===== src/include/sbsc_pkg.sv =====
// Shared constants and types of the burst SRAM control block
package sbsc_pkg;
	localparam int LANES_DEF    = 4;
	localparam int LANE_BITS    = 9;
	localparam int PARITY_POS   = 8;
	localparam int ADDR_W_DEF   = 18;
	localparam int WQ_DEPTH_DEF = 32;
	localparam int BURST_BITS   = 2;

	localparam logic [1:0] BURST_START     = 2'h0;
	localparam logic [1:0] BURST_STEP      = 2'h1;
	localparam logic [1:0] SLEEP_CNT_RST   = 2'h0;
	localparam logic [1:0] SLEEP_ENTRY_CYC = 2'h2;

	typedef enum logic [3:0] {
		ST_IDLE  = 4'h1,
		ST_DESEL = 4'h2,
		ST_READ  = 4'h4,
		ST_WRITE = 4'h8
	} sbsc_state_t;
endpackage


===== src/core/sbsc_fifo.sv =====
// Write queue between the data pins and the memory core
`timescale 1ns/1ps
module sbsc_fifo #(
	parameter int W     = 8,
	parameter int DEPTH = 32
) (
	input  wire logic         clk_in,
	input  wire logic         srst_in,
	input  wire logic         in_valid_in,
	input  wire logic [W-1:0] in_data_in,
	output logic              in_ready_out,
	output logic              out_valid_out,
	output logic [W-1:0]      out_data_out,
	input  wire logic         out_ready_in
);
	localparam int AW = $clog2(DEPTH);

	if (DEPTH < 2 || (1 << AW) != DEPTH) begin : g_bad_depth
		$error("sbsc_fifo: DEPTH must be a power of two of at least 2");
	end

	logic [W-1:0]  mem [DEPTH];
	logic [AW-1:0] wr_ptr_reg;
	logic [AW-1:0] rd_ptr_reg;
	logic [AW:0]   count_reg;
	logic [AW:0]   count_next;
	logic          push;
	logic          pop;

	always_comb begin
		push = in_valid_in && in_ready_out;
		pop = (count_reg != '0) && (!out_valid_out || out_ready_in);
		count_next = count_reg + (AW+1)'(push) - (AW+1)'(pop);
	end

	always_ff @(posedge clk_in) begin
		if (push) begin
			mem[wr_ptr_reg] <= in_data_in;
		end
	end

	always_ff @(posedge clk_in) begin
		if (srst_in) begin
			wr_ptr_reg <= '0;
			rd_ptr_reg <= '0;
			count_reg <= '0;
			in_ready_out <= 1'b1;
		end else begin
			wr_ptr_reg <= wr_ptr_reg + AW'(push);
			rd_ptr_reg <= rd_ptr_reg + AW'(pop);
			count_reg <= count_next;
			// Registered ready costs nothing: next count is known
			in_ready_out <= count_next < (AW+1)'(DEPTH);
		end
	end

	// Read data always leave through a register
	always_ff @(posedge clk_in) begin
		if (srst_in) begin
			out_valid_out <= 1'b0;
			out_data_out <= '0;
		end else if (pop) begin
			out_valid_out <= 1'b1;
			out_data_out <= mem[rd_ptr_reg];
		end else if (out_ready_in) begin
			out_valid_out <= 1'b0;
		end
	end
endmodule // sbsc_fifo


===== src/core/sbsc_ctrl.sv =====
// Command decode, burst counter and data pipeline of the burst SRAM
`timescale 1ns/1ps
module sbsc_ctrl
	import sbsc_pkg::*;
#(
	parameter int LANES    = LANES_DEF,
	parameter int ADDR_W   = ADDR_W_DEF,
	parameter int WQ_DEPTH = WQ_DEPTH_DEF
) (
	input  wire logic                          CLK_IN,
	input  wire logic                          SRST_IN,
	input  wire logic                          CLK_GATE_N_IN,
	input  wire logic                          BURST_STEP_OR_LOAD_IN,
	input  wire logic                          STORE_SELECT_N_IN,
	input  wire logic [LANES-1:0]              BYTE_LANE_MASK_N_IN,
	input  wire logic                          CHIP_SELECT_FIRST_N_IN,
	input  wire logic                          CHIP_SELECT_SECOND_IN,
	input  wire logic                          CHIP_SELECT_THIRD_N_IN,
	input  wire logic                          OUTPUT_DRIVE_N_IN,
	input  wire logic                          SLEEP_REQUEST_IN,
	input  wire logic                          FLOW_THROUGH_SELECT_N_IN,
	input  wire logic                          BURST_ORDER_SELECT_N_IN,
	input  wire logic                          DRIVE_STRENGTH_SELECT_IN,
	input  wire logic                          PARITY_LANE_CONTROL_N_IN,
	input  wire logic [ADDR_W-1:0]             ADDR_IN,
	input  wire logic [LANES*LANE_BITS-1:0]    DQ_IN,
	output logic      [LANES*LANE_BITS-1:0]    DQ_OUT,
	output logic                               DQ_OE_OUT,
	output logic                               DRIVE_HIGH_OUT,
	output logic                               SLEEP_ACTIVE_OUT,
	output logic                               CORE_RD_EN_OUT,
	output logic      [ADDR_W-1:0]             CORE_RD_ADDR_OUT,
	input  wire logic [LANES*LANE_BITS-1:0]    CORE_RDATA_IN,
	output logic                               CORE_WR_VALID_OUT,
	output logic      [ADDR_W-1:0]             CORE_WR_ADDR_OUT,
	output logic      [LANES*LANE_BITS-1:0]    CORE_WR_DATA_OUT,
	output logic      [LANES-1:0]              CORE_WR_MASK_N_OUT,
	input  wire logic                          CORE_WR_READY_IN,
	output logic                               WQ_READY_OUT
);
	localparam int DW   = LANES * LANE_BITS;
	localparam int WQ_W = ADDR_W + DW + LANES;

	if (LANES < 1 || ADDR_W <= BURST_BITS) begin : g_bad_size
		$error("sbsc_ctrl: LANES and ADDR_W too small");
	end

	function automatic logic [1:0] burst_low(input logic [1:0] base,
		input logic [1:0] step, input logic ilv);
		burst_low = ilv ? (base ^ step) : 2'(base + step);
	endfunction

	function automatic logic [DW-1:0] lane_fix(input logic [DW-1:0] d,
		input logic pe_n);
		lane_fix = d;
		for (int i = 0; i < LANES; i++) begin
			if (pe_n) begin
				lane_fix[i*LANE_BITS+PARITY_POS] = 1'b0;
			end
		end
	endfunction

	sbsc_state_t         st_reg;
	sbsc_state_t         st_next;
	logic                en;
	logic                sel;
	logic                any_byte;
	logic                ft;
	logic                ilv;
	logic                do_load;
	logic                do_step;
	logic                acc_rd;
	logic                acc_wr;
	logic [1:0]          base_reg;
	logic [1:0]          bcnt_reg;
	logic [1:0]          bcnt_next;
	logic [1:0]          step_low;
	logic [ADDR_W-1:0]   acc_addr;
	logic [ADDR_W-BURST_BITS-1:0] upper_reg;
	logic                s1_rd_reg;
	logic                s1_wr_reg;
	logic [ADDR_W-1:0]   s1_addr_reg;
	logic [LANES-1:0]    s1_mask_reg;
	logic                s2_rd_reg;
	logic                s2_wr_reg;
	logic [ADDR_W-1:0]   s2_addr_reg;
	logic [LANES-1:0]    s2_mask_reg;
	logic [DW-1:0]       s2_data_reg;
	logic                rd_slot;
	logic [DW-1:0]       rd_data;
	logic                wr_slot;
	logic [ADDR_W-1:0]   wr_addr;
	logic [LANES-1:0]    wr_mask;
	logic                drive_reg;
	logic [1:0]          zz_cnt_reg;
	logic [1:0]          zz_cnt_next;
	logic                sleep_reg;
	logic                sleep_next;
	logic                wq_push;
	logic [WQ_W-1:0]     wq_push_data;
	logic [WQ_W-1:0]     wq_out_data;

	// Pin decode; inactive levels of the mode pins give the default modes
	always_comb begin
		en = !CLK_GATE_N_IN && !sleep_reg;
		sel = !CHIP_SELECT_FIRST_N_IN && CHIP_SELECT_SECOND_IN && !CHIP_SELECT_THIRD_N_IN;
		any_byte = !(&BYTE_LANE_MASK_N_IN);
		ft = !FLOW_THROUGH_SELECT_N_IN;
		ilv = BURST_ORDER_SELECT_N_IN;
	end

	// Command decode for one enabled edge
	always_comb begin
		st_next = st_reg;
		do_load = 1'b0;
		do_step = 1'b0;
		acc_rd = 1'b0;
		acc_wr = 1'b0;
		if (!BURST_STEP_OR_LOAD_IN) begin
			if (!sel) begin
				st_next = ST_DESEL;
			end else if (STORE_SELECT_N_IN) begin
				st_next = ST_READ;
				do_load = 1'b1;
				acc_rd = 1'b1;
			end else if (any_byte) begin
				st_next = ST_WRITE;
				do_load = 1'b1;
				acc_wr = 1'b1;
			end else begin
				st_next = ST_DESEL;
			end
		end else begin
			case (st_reg)
				ST_READ: begin
					do_step = 1'b1;
					acc_rd = 1'b1;
				end
				ST_WRITE: begin
					do_step = 1'b1;
					acc_wr = any_byte;
				end
				ST_DESEL: begin
					st_next = ST_DESEL;
				end
				ST_IDLE: begin
					st_next = ST_IDLE;
				end
				default: begin
					st_next = ST_IDLE;
				end
			endcase
		end
	end

	always_ff @(posedge CLK_IN) begin
		if (SRST_IN) begin
			st_reg <= ST_IDLE;
		end else if (en) begin
			st_reg <= st_next;
		end
	end

	always_comb begin
		bcnt_next = 2'(bcnt_reg + BURST_STEP);
		step_low = burst_low(base_reg, bcnt_next, ilv);
		acc_addr = do_load ? ADDR_IN : {upper_reg, step_low};
	end

	always_ff @(posedge CLK_IN) begin
		if (SRST_IN) begin
			base_reg <= BURST_START;
			bcnt_reg <= BURST_START;
			upper_reg <= '0;
		end else if (en && do_load) begin
			base_reg <= ADDR_IN[BURST_BITS-1:0];
			bcnt_reg <= BURST_START;
			upper_reg <= ADDR_IN[ADDR_W-1:BURST_BITS];
		end else if (en && do_step) begin
			bcnt_reg <= bcnt_next;
		end
	end

	// Access stage: the core sees the address one edge after the command
	always_ff @(posedge CLK_IN) begin
		if (SRST_IN) begin
			s1_rd_reg <= 1'b0;
			s1_wr_reg <= 1'b0;
			s1_addr_reg <= '0;
			s1_mask_reg <= '1;
		end else if (en) begin
			s1_rd_reg <= acc_rd;
			s1_wr_reg <= acc_wr;
			s1_addr_reg <= acc_addr;
			s1_mask_reg <= BYTE_LANE_MASK_N_IN;
		end
	end

	always_ff @(posedge CLK_IN) begin
		if (SRST_IN) begin
			s2_rd_reg <= 1'b0;
			s2_wr_reg <= 1'b0;
			s2_addr_reg <= '0;
			s2_mask_reg <= '1;
			s2_data_reg <= '0;
		end else if (en) begin
			s2_rd_reg <= s1_rd_reg;
			s2_wr_reg <= s1_wr_reg;
			s2_addr_reg <= s1_addr_reg;
			s2_mask_reg <= s1_mask_reg;
			s2_data_reg <= CORE_RDATA_IN;
		end
	end

	always_comb begin
		rd_slot = ft ? s1_rd_reg : s2_rd_reg;
		rd_data = ft ? CORE_RDATA_IN : s2_data_reg;
		wr_slot = ft ? s1_wr_reg : s2_wr_reg;
		wr_addr = ft ? s1_addr_reg : s2_addr_reg;
		wr_mask = ft ? s1_mask_reg : s2_mask_reg;
		wq_push = en && wr_slot;
		wq_push_data = {wr_addr, lane_fix(DQ_IN, PARITY_LANE_CONTROL_N_IN), wr_mask};
	end

	always_comb begin
		if (!SLEEP_REQUEST_IN) begin
			zz_cnt_next = SLEEP_CNT_RST;
		end else if (zz_cnt_reg == SLEEP_ENTRY_CYC) begin
			zz_cnt_next = zz_cnt_reg;
		end else begin
			zz_cnt_next = 2'(zz_cnt_reg + BURST_STEP);
		end
		sleep_next = zz_cnt_next == SLEEP_ENTRY_CYC;
	end

	always_ff @(posedge CLK_IN) begin
		if (SRST_IN) begin
			zz_cnt_reg <= SLEEP_CNT_RST;
			sleep_reg <= 1'b0;
		end else begin
			zz_cnt_reg <= zz_cnt_next;
			sleep_reg <= sleep_next;
		end
	end

	always_ff @(posedge CLK_IN) begin
		if (SRST_IN) begin
			drive_reg <= 1'b0;
		end else if (en) begin
			drive_reg <= rd_slot;
		end
	end

	// Drive control is sampled, so it acts one edge late
	always_ff @(posedge CLK_IN) begin
		if (SRST_IN) begin
			DQ_OE_OUT <= 1'b0;
			DQ_OUT <= '0;
		end else begin
			DQ_OE_OUT <= (en ? rd_slot : drive_reg) && !OUTPUT_DRIVE_N_IN && !sleep_next;
			if (en && rd_slot) begin
				DQ_OUT <= lane_fix(rd_data, PARITY_LANE_CONTROL_N_IN);
			end
		end
	end

	always_ff @(posedge CLK_IN) begin
		if (SRST_IN) begin
			DRIVE_HIGH_OUT <= 1'b0;
		end else begin
			DRIVE_HIGH_OUT <= !DRIVE_STRENGTH_SELECT_IN;
		end
	end

	always_comb begin
		SLEEP_ACTIVE_OUT = sleep_reg;
		CORE_RD_EN_OUT = s1_rd_reg;
		CORE_RD_ADDR_OUT = s1_addr_reg;
		CORE_WR_ADDR_OUT = wq_out_data[WQ_W-1 -: ADDR_W];
		CORE_WR_DATA_OUT = wq_out_data[LANES +: DW];
		CORE_WR_MASK_N_OUT = wq_out_data[LANES-1:0];
	end

	// A write taken while the queue is full is lost
	sbsc_fifo #(
		.W     (WQ_W),
		.DEPTH (WQ_DEPTH)
	) u_wq (
		.clk_in        (CLK_IN),
		.srst_in       (SRST_IN),
		.in_valid_in   (wq_push),
		.in_data_in    (wq_push_data),
		.in_ready_out  (WQ_READY_OUT),
		.out_valid_out (CORE_WR_VALID_OUT),
		.out_data_out  (wq_out_data),
		.out_ready_in  (CORE_WR_READY_IN)
	);

	logic [1:0] lin_low;
	logic [1:0] ilv_low;
	logic       burst_go;

	always_comb begin
		lin_low = burst_low(base_reg, bcnt_next, 1'b0);
		ilv_low = burst_low(base_reg, bcnt_next, 1'b1);
		burst_go = en && BURST_STEP_OR_LOAD_IN && (st_reg == ST_READ || st_reg == ST_WRITE);
	end
endmodule // sbsc_ctrl


===== config.mk =====
export PLATFORM = sky130hd
export DESIGN_NAME = sbsc_ctrl
export DESIGN_NICKNAME = d
export VERILOG_FILES = /design/src/include/sbsc_pkg.sv /design/src/core/sbsc_fifo.sv /design/src/core/sbsc_ctrl.sv
export SDC_FILE = /design/constraint.sdc
export NUM_CORES = 2
export LEC_CHECK = 0
export BUFFER_PORTS_ARGS = -buffer_cell sky130_fd_sc_hd__buf_4
export CAP_MARGIN = 10
export CELL_PAD_IN_SITES_DETAIL_PLACEMENT = 1
export CELL_PAD_IN_SITES_GLOBAL_PLACEMENT = 2
export CORE_UTILIZATION = 47
export CTS_CLUSTER_SIZE = 12
export DETAILED_ROUTE_END_ITERATION = 12
export GPL_ROUTABILITY_DRIVEN = 1
export PLACE_DENSITY_LB_ADDON = 0.12
export SLEW_MARGIN = 10
export SYNTH_ARGS = -nofsm -noshare
export SYNTH_HDL_FRONTEND = slang
export SYNTH_HIERARCHICAL = 1
export SYNTH_SLANG_ARGS = --single-unit

===== constraint.sdc =====
create_clock -name CLK_IN -period 5.9 [get_ports CLK_IN]
set_clock_uncertainty 0.2 [all_clocks]
set_input_delay 0.295 -clock CLK_IN [delete_from_list [all_inputs] [get_ports CLK_IN]]
set_output_delay 0.295 -clock CLK_IN [all_outputs]
set_load 0.1 [all_outputs]

======== Word-level counts from Yosys, hierarchy flattened ========
Memory sizes are Yosys's and may differ from the RTL's. A register that Yosys moved wholly into a read port is not among the register bits.
Cells that the tools add are included.
storage, ports and cells
  bits in writable memories ............... 1856
  word-level logic and storage cells ...... 108
  flip-flop bits (word level) ............. 168
  memories kept ........................... 1
  input bits .............................. 109
cells by class
  mux-type cells .......................... 41
  reduce and logical (&&, ||, !) cells .... 27
  add/subtract/negate cells ............... 7
  equality and inequality tests ........... 6
  magnitude comparators ................... 1
  bitwise logic cells ..................... 1
memory list
  name      depth  bits a word  rd ports  clocked after memory_dff  write ports  RTL line         text
  u_wq.mem  32     58           1         1                         1            sbsc_fifo.sv:22  logic [W-1:0] mem [DEPTH];
operators with widths
  operator               number
  $mux W18               2
  $mux W36               1
  $mux W1                29
  $mux W4                5
  $logic_and A1 B1 Y1    11
  $add A5 B1 Y5          2
  $logic_not A1 Y1       9
  $pmux W4 S2            1
  $add A6 B1 Y6          1
  $lt A6 B6 Y1 const B   1
  $mux W2                3
  $reduce_bool A6 Y1     1
  $sub A6 B1 Y6          1
  $add A2 B1 Y2 const B  2
  $eq A2 B2 Y1 const B   2
  $eq A4 B2 Y1 const B   1
  $eq A4 B3 Y1 const B   1
  $eq A4 B4 Y1 const B   1
  $reduce_and A4 Y1      1
  $reduce_or A2 Y1       2
  $add A2 B2 Y2          1
  $ne A2 B2 Y1 const B   1
  $reduce_and A2 Y1      1
  $reduce_bool A2 Y1     1
  other kinds (2)        2

======== Logic depth before layout (Yosys ltp) ========
  depth after elaboration ................. 7
  mapped depth ............................ 16
  mapped depth without buffers ............ 14

======== Cells and area by module ========
Netlist, hierarchy kept.
by module, submodules not included
  module     instances  cells each  area each (µm²)
  sbsc_fifo  1          4106        74700.4
  sbsc_ctrl  1          705         6152.2

======== Worst setup path after synthesis ========
OpenSTA, ideal clock, no wires.
  kind .................................... register -> register
  start ................................... register sleep_reg (netlist: SLEEP_ACTIVE_OUT)
  end ..................................... memory u_wq/mem[28][0] in the netlist's numbering (enable)
  cell stages (with the launch flop) ...... 9
  path buffers ............................ 3
  slack ................................... 642 ps
  arrival time ............................ 4584 ps
  data required time ...................... 5226 ps
  clock period less this slack ............ 5258 ps
  cell sequence ........................... dfxtp_1 > or2_1 > buf_2 > clkbuf_1 > nor2_1 > nand2_1 > or3_1 > clkbuf_1 > nor2_1
between the ends
  longest elaborated chain between the ends .. 6
ends and longest elaborated chain
  item                           RTL line          text
  from (decl)                    sbsc_ctrl.sv:97   logic sleep_reg;
  from (signal assigned)         sbsc_ctrl.sv:242  sleep_reg <= sleep_next;
  $logic_not A1 Y1               sbsc_ctrl.sv:105  en = !CLK_GATE_N_IN && !sleep_reg;
  $logic_and A1 B1 Y1            sbsc_ctrl.sv:105
  $logic_and A1 B1 Y1            sbsc_ctrl.sv:221  wq_push = en && wr_slot;
  net wq_push                    sbsc_ctrl.sv:99   logic wq_push;
  $logic_and A1 B1 Y1            sbsc_fifo.sv:31   push = in_valid_in && in_ready_out;
  $mux W1                        sbsc_fifo.sv:37   if (push) begin
  $mux W1 (not written as such)  sbsc_fifo.sv:38   mem[wr_ptr_reg] <= in_data_in;
  to (decl)                      sbsc_fifo.sv:22
The timed path passes the listed nets, and every way through them passes these cells.

======== Final worst setup path ========
  start ................................... register sleep_reg (netlist: SLEEP_ACTIVE_OUT)
  end ..................................... memory u_wq/mem[22][8] in the netlist's numbering (enable)
Same word-level chain as after synthesis.

==> results_tabular.tex <==
\begin{tabular}{lr}
\hline
Metric & Value \\
\hline
\multicolumn{2}{l}{\textbf{STA}} \\
\quad Fin crit period & approximately 3.8 ns \\
\quad Relative slew slack & 0.167 \\
\quad Least-Margin Pin Slew & about 1.2 ns \\
\quad RSZ-0062 raised after global routing & no \\
\quad Final Hold Violating Endpoints & 0 \\
\quad Tcrit/Tclk final & 0.637 \\
\quad Total Negative Setup Slacks & 0 ns \\
\quad Final count of pins violating max slew & 0 \\
\quad Final count of negative-setup-slack endpoints & 0 \\
\quad Worst Slack Setup Final & about 2.1 ns \\
\quad Highest Clock Rate & approximately 0.27 GHz \\
\multicolumn{2}{l}{\textbf{Pwr}} \\
\quad Peak VDD IR & between 0.0003 and 0.0004 V \\
\quad Cell Pwr Density & 417 nW/um\^{}2 \\
\quad Post-route total power & slightly below 0.04 W \\
\quad Leak Pwr & about 32 nW \\
\multicolumn{2}{l}{\textbf{Worst setup path}} \\
\quad WP data arrival & about 4.1 ns \\
\quad Nature of the critical path endpoint & flop \\
\quad Category of the worst setup path launch point & flop \\
\quad Crit-path max FO & 22 \\
\quad Worst EP required & about 6.2 ns \\
\quad Crit path kind & reg -> reg \\
\quad Path depth of the worst reg2reg path & 7 \\
\multicolumn{2}{l}{\textbf{Synth}} \\
\quad Combinational family with the most area after synthesis & multiplexers \\
\quad Share of the synthesized area in the top cell type & 0.689 \\
\quad Synthesized-area fraction occupied by and/or/nand/nor cells & 0.0262 \\
\quad Number of flip-flops and latches in the synthesized netlist & about 2,100 \\
\quad Count of flip-flops with a built-in enable after synthesis & 1,856 \\
\quad Number of unique standard cell types used by synthesis & 58 \\
\quad Most frequent cells after synthesis & edfxtp\_1 (1,856), mux2i\_1 (990), a22oi\_1 (465) \\
\quad Compound-Gate Fraction of Synth Area & 0.0775 \\
\quad Share of the yosys chip area belonging to registers & 0.745 \\
\quad Share of synthesized area spent on multiplexers & 0.126 \\
\quad Mapped Nets & roughly 4,900 \\
\quad Ranking of synthesized cells by area & edfxtp\_1 (69\%), mux2i\_1 (12\%), dfxtp\_1 (5.6\%) \\
\quad Post-Syn Area per Cell & $\sim$17 sq um \\
\quad Top-count cell post-synth & edfxtp\_1 \\
\quad Post-synthesis cell type with the largest combined area & edfxtp\_1 \\
\quad Synthesized netlist cell count & 4,811 \\
\quad Synthesized-area fraction occupied by adder cells & 0.00241 \\
\quad Primary flip-flop cell chosen by synthesis mapping & edfxtp\_1 \\
\quad Mapped cell area & 80,900 sq um \\
\quad XOR/XNOR Fraction of Synth Area & 0.00141 \\
\quad Share of synthesized flip-flops with an asynchronous set or reset & 0 \\
\quad Yosys warning count & 6 \\
\multicolumn{2}{l}{\textbf{Detailed routing}} \\
\quad DRT antenna net count & 0 \\
\quad Vias after detailed routing & between 40,000 and 50,000 \\
\quad Drt initial violations & between 3,000 and 4,000 \\
\quad DRC violations left & 0 \\
\quad Number of detailed-routing iterations run before antenna repair & 5 \\
\quad Vias per std cell & $\sim$6 \\
\quad WL final & between 200,000 and 250,000 microns \\
\quad Wire length per cell after detailed routing & about 29 microns \\
\multicolumn{2}{l}{\textbf{Global routing}} \\
\quad Global route overflow & 0 \\
\quad Antenna violations before repair & 8 \\
\quad Total Routing Usage GR & 0.250 \\
\quad First-pass GRT wire length & 319,000 microns \\
\quad Via count of the first global-routing pass & $\sim$48,000 \\
\quad Maximum number of pins on one net before global-route repair & between 100 and 150 \\
\multicolumn{2}{l}{\textbf{Floorplanning}} \\
\quad Starting utilization of the core area & 0.475 \\
\quad Chip height & 417 microns \\
\quad Area of the die & between 150,000 and 200,000 sq um \\
\quad Number of core rows & around 150 \\
\quad Floorplan die width & 417 microns \\
\quad Floorplan core area & about 170,000 sq um \\
\quad Number of ports placed on the die boundary & roughly 230 \\
\multicolumn{2}{l}{\textbf{Layout}} \\
\quad Max FFs per register & 1,856 \\
\quad Non-Filler Cell Area, Final & about 94,000 sq um \\
\quad Multi-input gate area & 19,200 sq um \\
\quad Area growth from synthesis to final layout & 16.1\% \\
\quad Total Nets Final & around 5,400 \\
\quad Top reg by flops & u\_wq/mem \\
\quad Sequential cell area in the final layout & $\sim$60,000 sq um \\
\quad Number of filler cells placed in the layout & roughly 16,000 \\
\quad Share of final-layout standard cells stronger than drive strength 1 & 0.137 \\
\quad Largest registers ranked by flip-flop count & u\_wq/mem x1856, u\_wq/out\_data\_out x58 \\
\multicolumn{2}{l}{\textbf{CTS}} \\
\quad Clock tree from TritonCTS & yes \\
\quad Number of instances resized during post-cts repair & 0 \\
\quad Worst skew pair latency & about 0.85 ns \\
\quad H-tree lvl count & 4 \\
\quad Number of CTS-inserted buffers & roughly 210 \\
\quad Clock-pin slew on the worst setup and hold paths & about 0.06 ns \\
\quad \# clock sinks & 2,082 \\
\quad Library cell used as clock root buffer & clkbuf\_16 \\
\quad Number of buffers inserted by post-CTS setup repair & 0 \\
\quad Buffer depth of the longest clock path & 3 \\
\quad Count of hold buffers inserted by post-cts repair & 205 \\
\multicolumn{2}{l}{\textbf{Min path}} \\
\quad Hold path depth & 5 \\
\quad Path type of the worst min-delay path & in -> reg \\
\multicolumn{2}{l}{\textbf{Run status}} \\
\quad Result of the run & completed \\
\multicolumn{2}{l}{\textbf{Placement}} \\
\quad Pre-CTS setup slack & between 1.5 and 2 ns \\
\quad Area post-placement & between 80,000 and 90,000 sq um \\
\quad Routability-driven placement congestion ratio & 0.753 \\
\quad HPWL reported at the end of detailed placement & roughly 120,000 microns \\
\quad Port Buffer Count & about 230 \\
\multicolumn{2}{l}{\textbf{Flow run}} \\
\quad Max capacitance violation total & 0 \\
\hline
\end{tabular}
## metrics by stage
| step | std cells | hold WS (ns) | util |
|---|---|---|---|
| final | 7669 | 0.0735 | 0.552 |
| after global routing | 7665 | 0.0748 | 0.552 |
| after CTS | 7664 | 0.00325 | 0.552 |
| after detailed placement | 7068 | 0.247 | 0.502 |
| after global placement | 7068 | 0.238 | 0.502 |
| after floorplan | 4811 | 0.167 | - |
## worst max-delay path, stage by stage (launching register included)
cell and delay, ns:
dfxtp_1 0.35, or2_2 0.31, nor2_1 0.11, nand2_1 0.21, inv_1 0.18, nand3b_1 0.62
nor2_4 0.96, buf_4 0.45
## logic make-up after synthesis
family / after synthesis
AO/OA/AOI/OAI: 903
multiplexers: 1013
buffers and inverters: 327
AND/OR/NAND/NOR: 458
flip-flops: 2082
XOR/XNOR: 13
adder cells (fa/ha/maj): 15
## placed cells by master (no fill, tap or decap), types with 86 or more instances in the layout
cell type	Yosys	final
a21oi_1	297	297
buf_4	77	307
a22oi_1	465	465
nor2_1	169	136
dlygate4sd3_1	0	205
dfxtp_1	226	225
clkbuf_16	0	213
mux2i_1	990	990
edfxtp_1	1856	1856
clkbuf_1	131	86
nand2_1	170	169
## routing by layer
layer | GRT usage | part of all wire | vias to the layer above | wire (microns)
met1 | 0.351 | 0.45 | 23909 | 97900
met2 | 0.412 | 0.48 | 1224 | 106000
li1 | - | - | 19920 | -
met3 | 0.0393 | 0.054 | 226 | 11800
met5 | 0 | 0 | - | 0
met4 | 0.0527 | 0.015 | 0 | 3350
## report_power, final
part / switching, W / internal [W] / total, W
sequential: 0.000278 / 0.0163 / 0.0166
combinational: 0.00647 / 0.00358 / 0.0101
clock: 0.00556 / 0.00690 / 0.0125
total: 0.0123 / 0.0268 / 0.0391
## final timing paths
path	from	to	slack [ns]
setup / recovery	SLEEP_ACTIVE_OUT$_SDFF_PP0_	u_wq/mem[22][8]$_DFFE_PP_	2.14
hold / removal	CHIP_SELECT_THIRD_N_IN	CORE_RD_ADDR_OUT[17]$_SDFFE_PP0N_	0.07
setup reg to reg	SLEEP_ACTIVE_OUT$_SDFF_PP0_	u_wq/mem[22][8]$_DFFE_PP_	2.14
hold reg to reg	s2_addr_reg[1]$_SDFFE_PP0N_	s2_addr_reg[1]$_SDFFE_PP0N_	0.25
## final cells by class
class                           instances  share of cell area
Sequential cell                      2082               0.642
Multi-Input combinational cell       2402               0.204
Clock buffer                          310              0.0618
Timing Repair Buffer                  555              0.0555
Tap cell                             2218              0.0296
Clock inverter                         81             0.00595
Inverter                               16            0.000640
Antenna cell                            5            0.000133
Note: power is estimated with default switching activity, not from simulation.
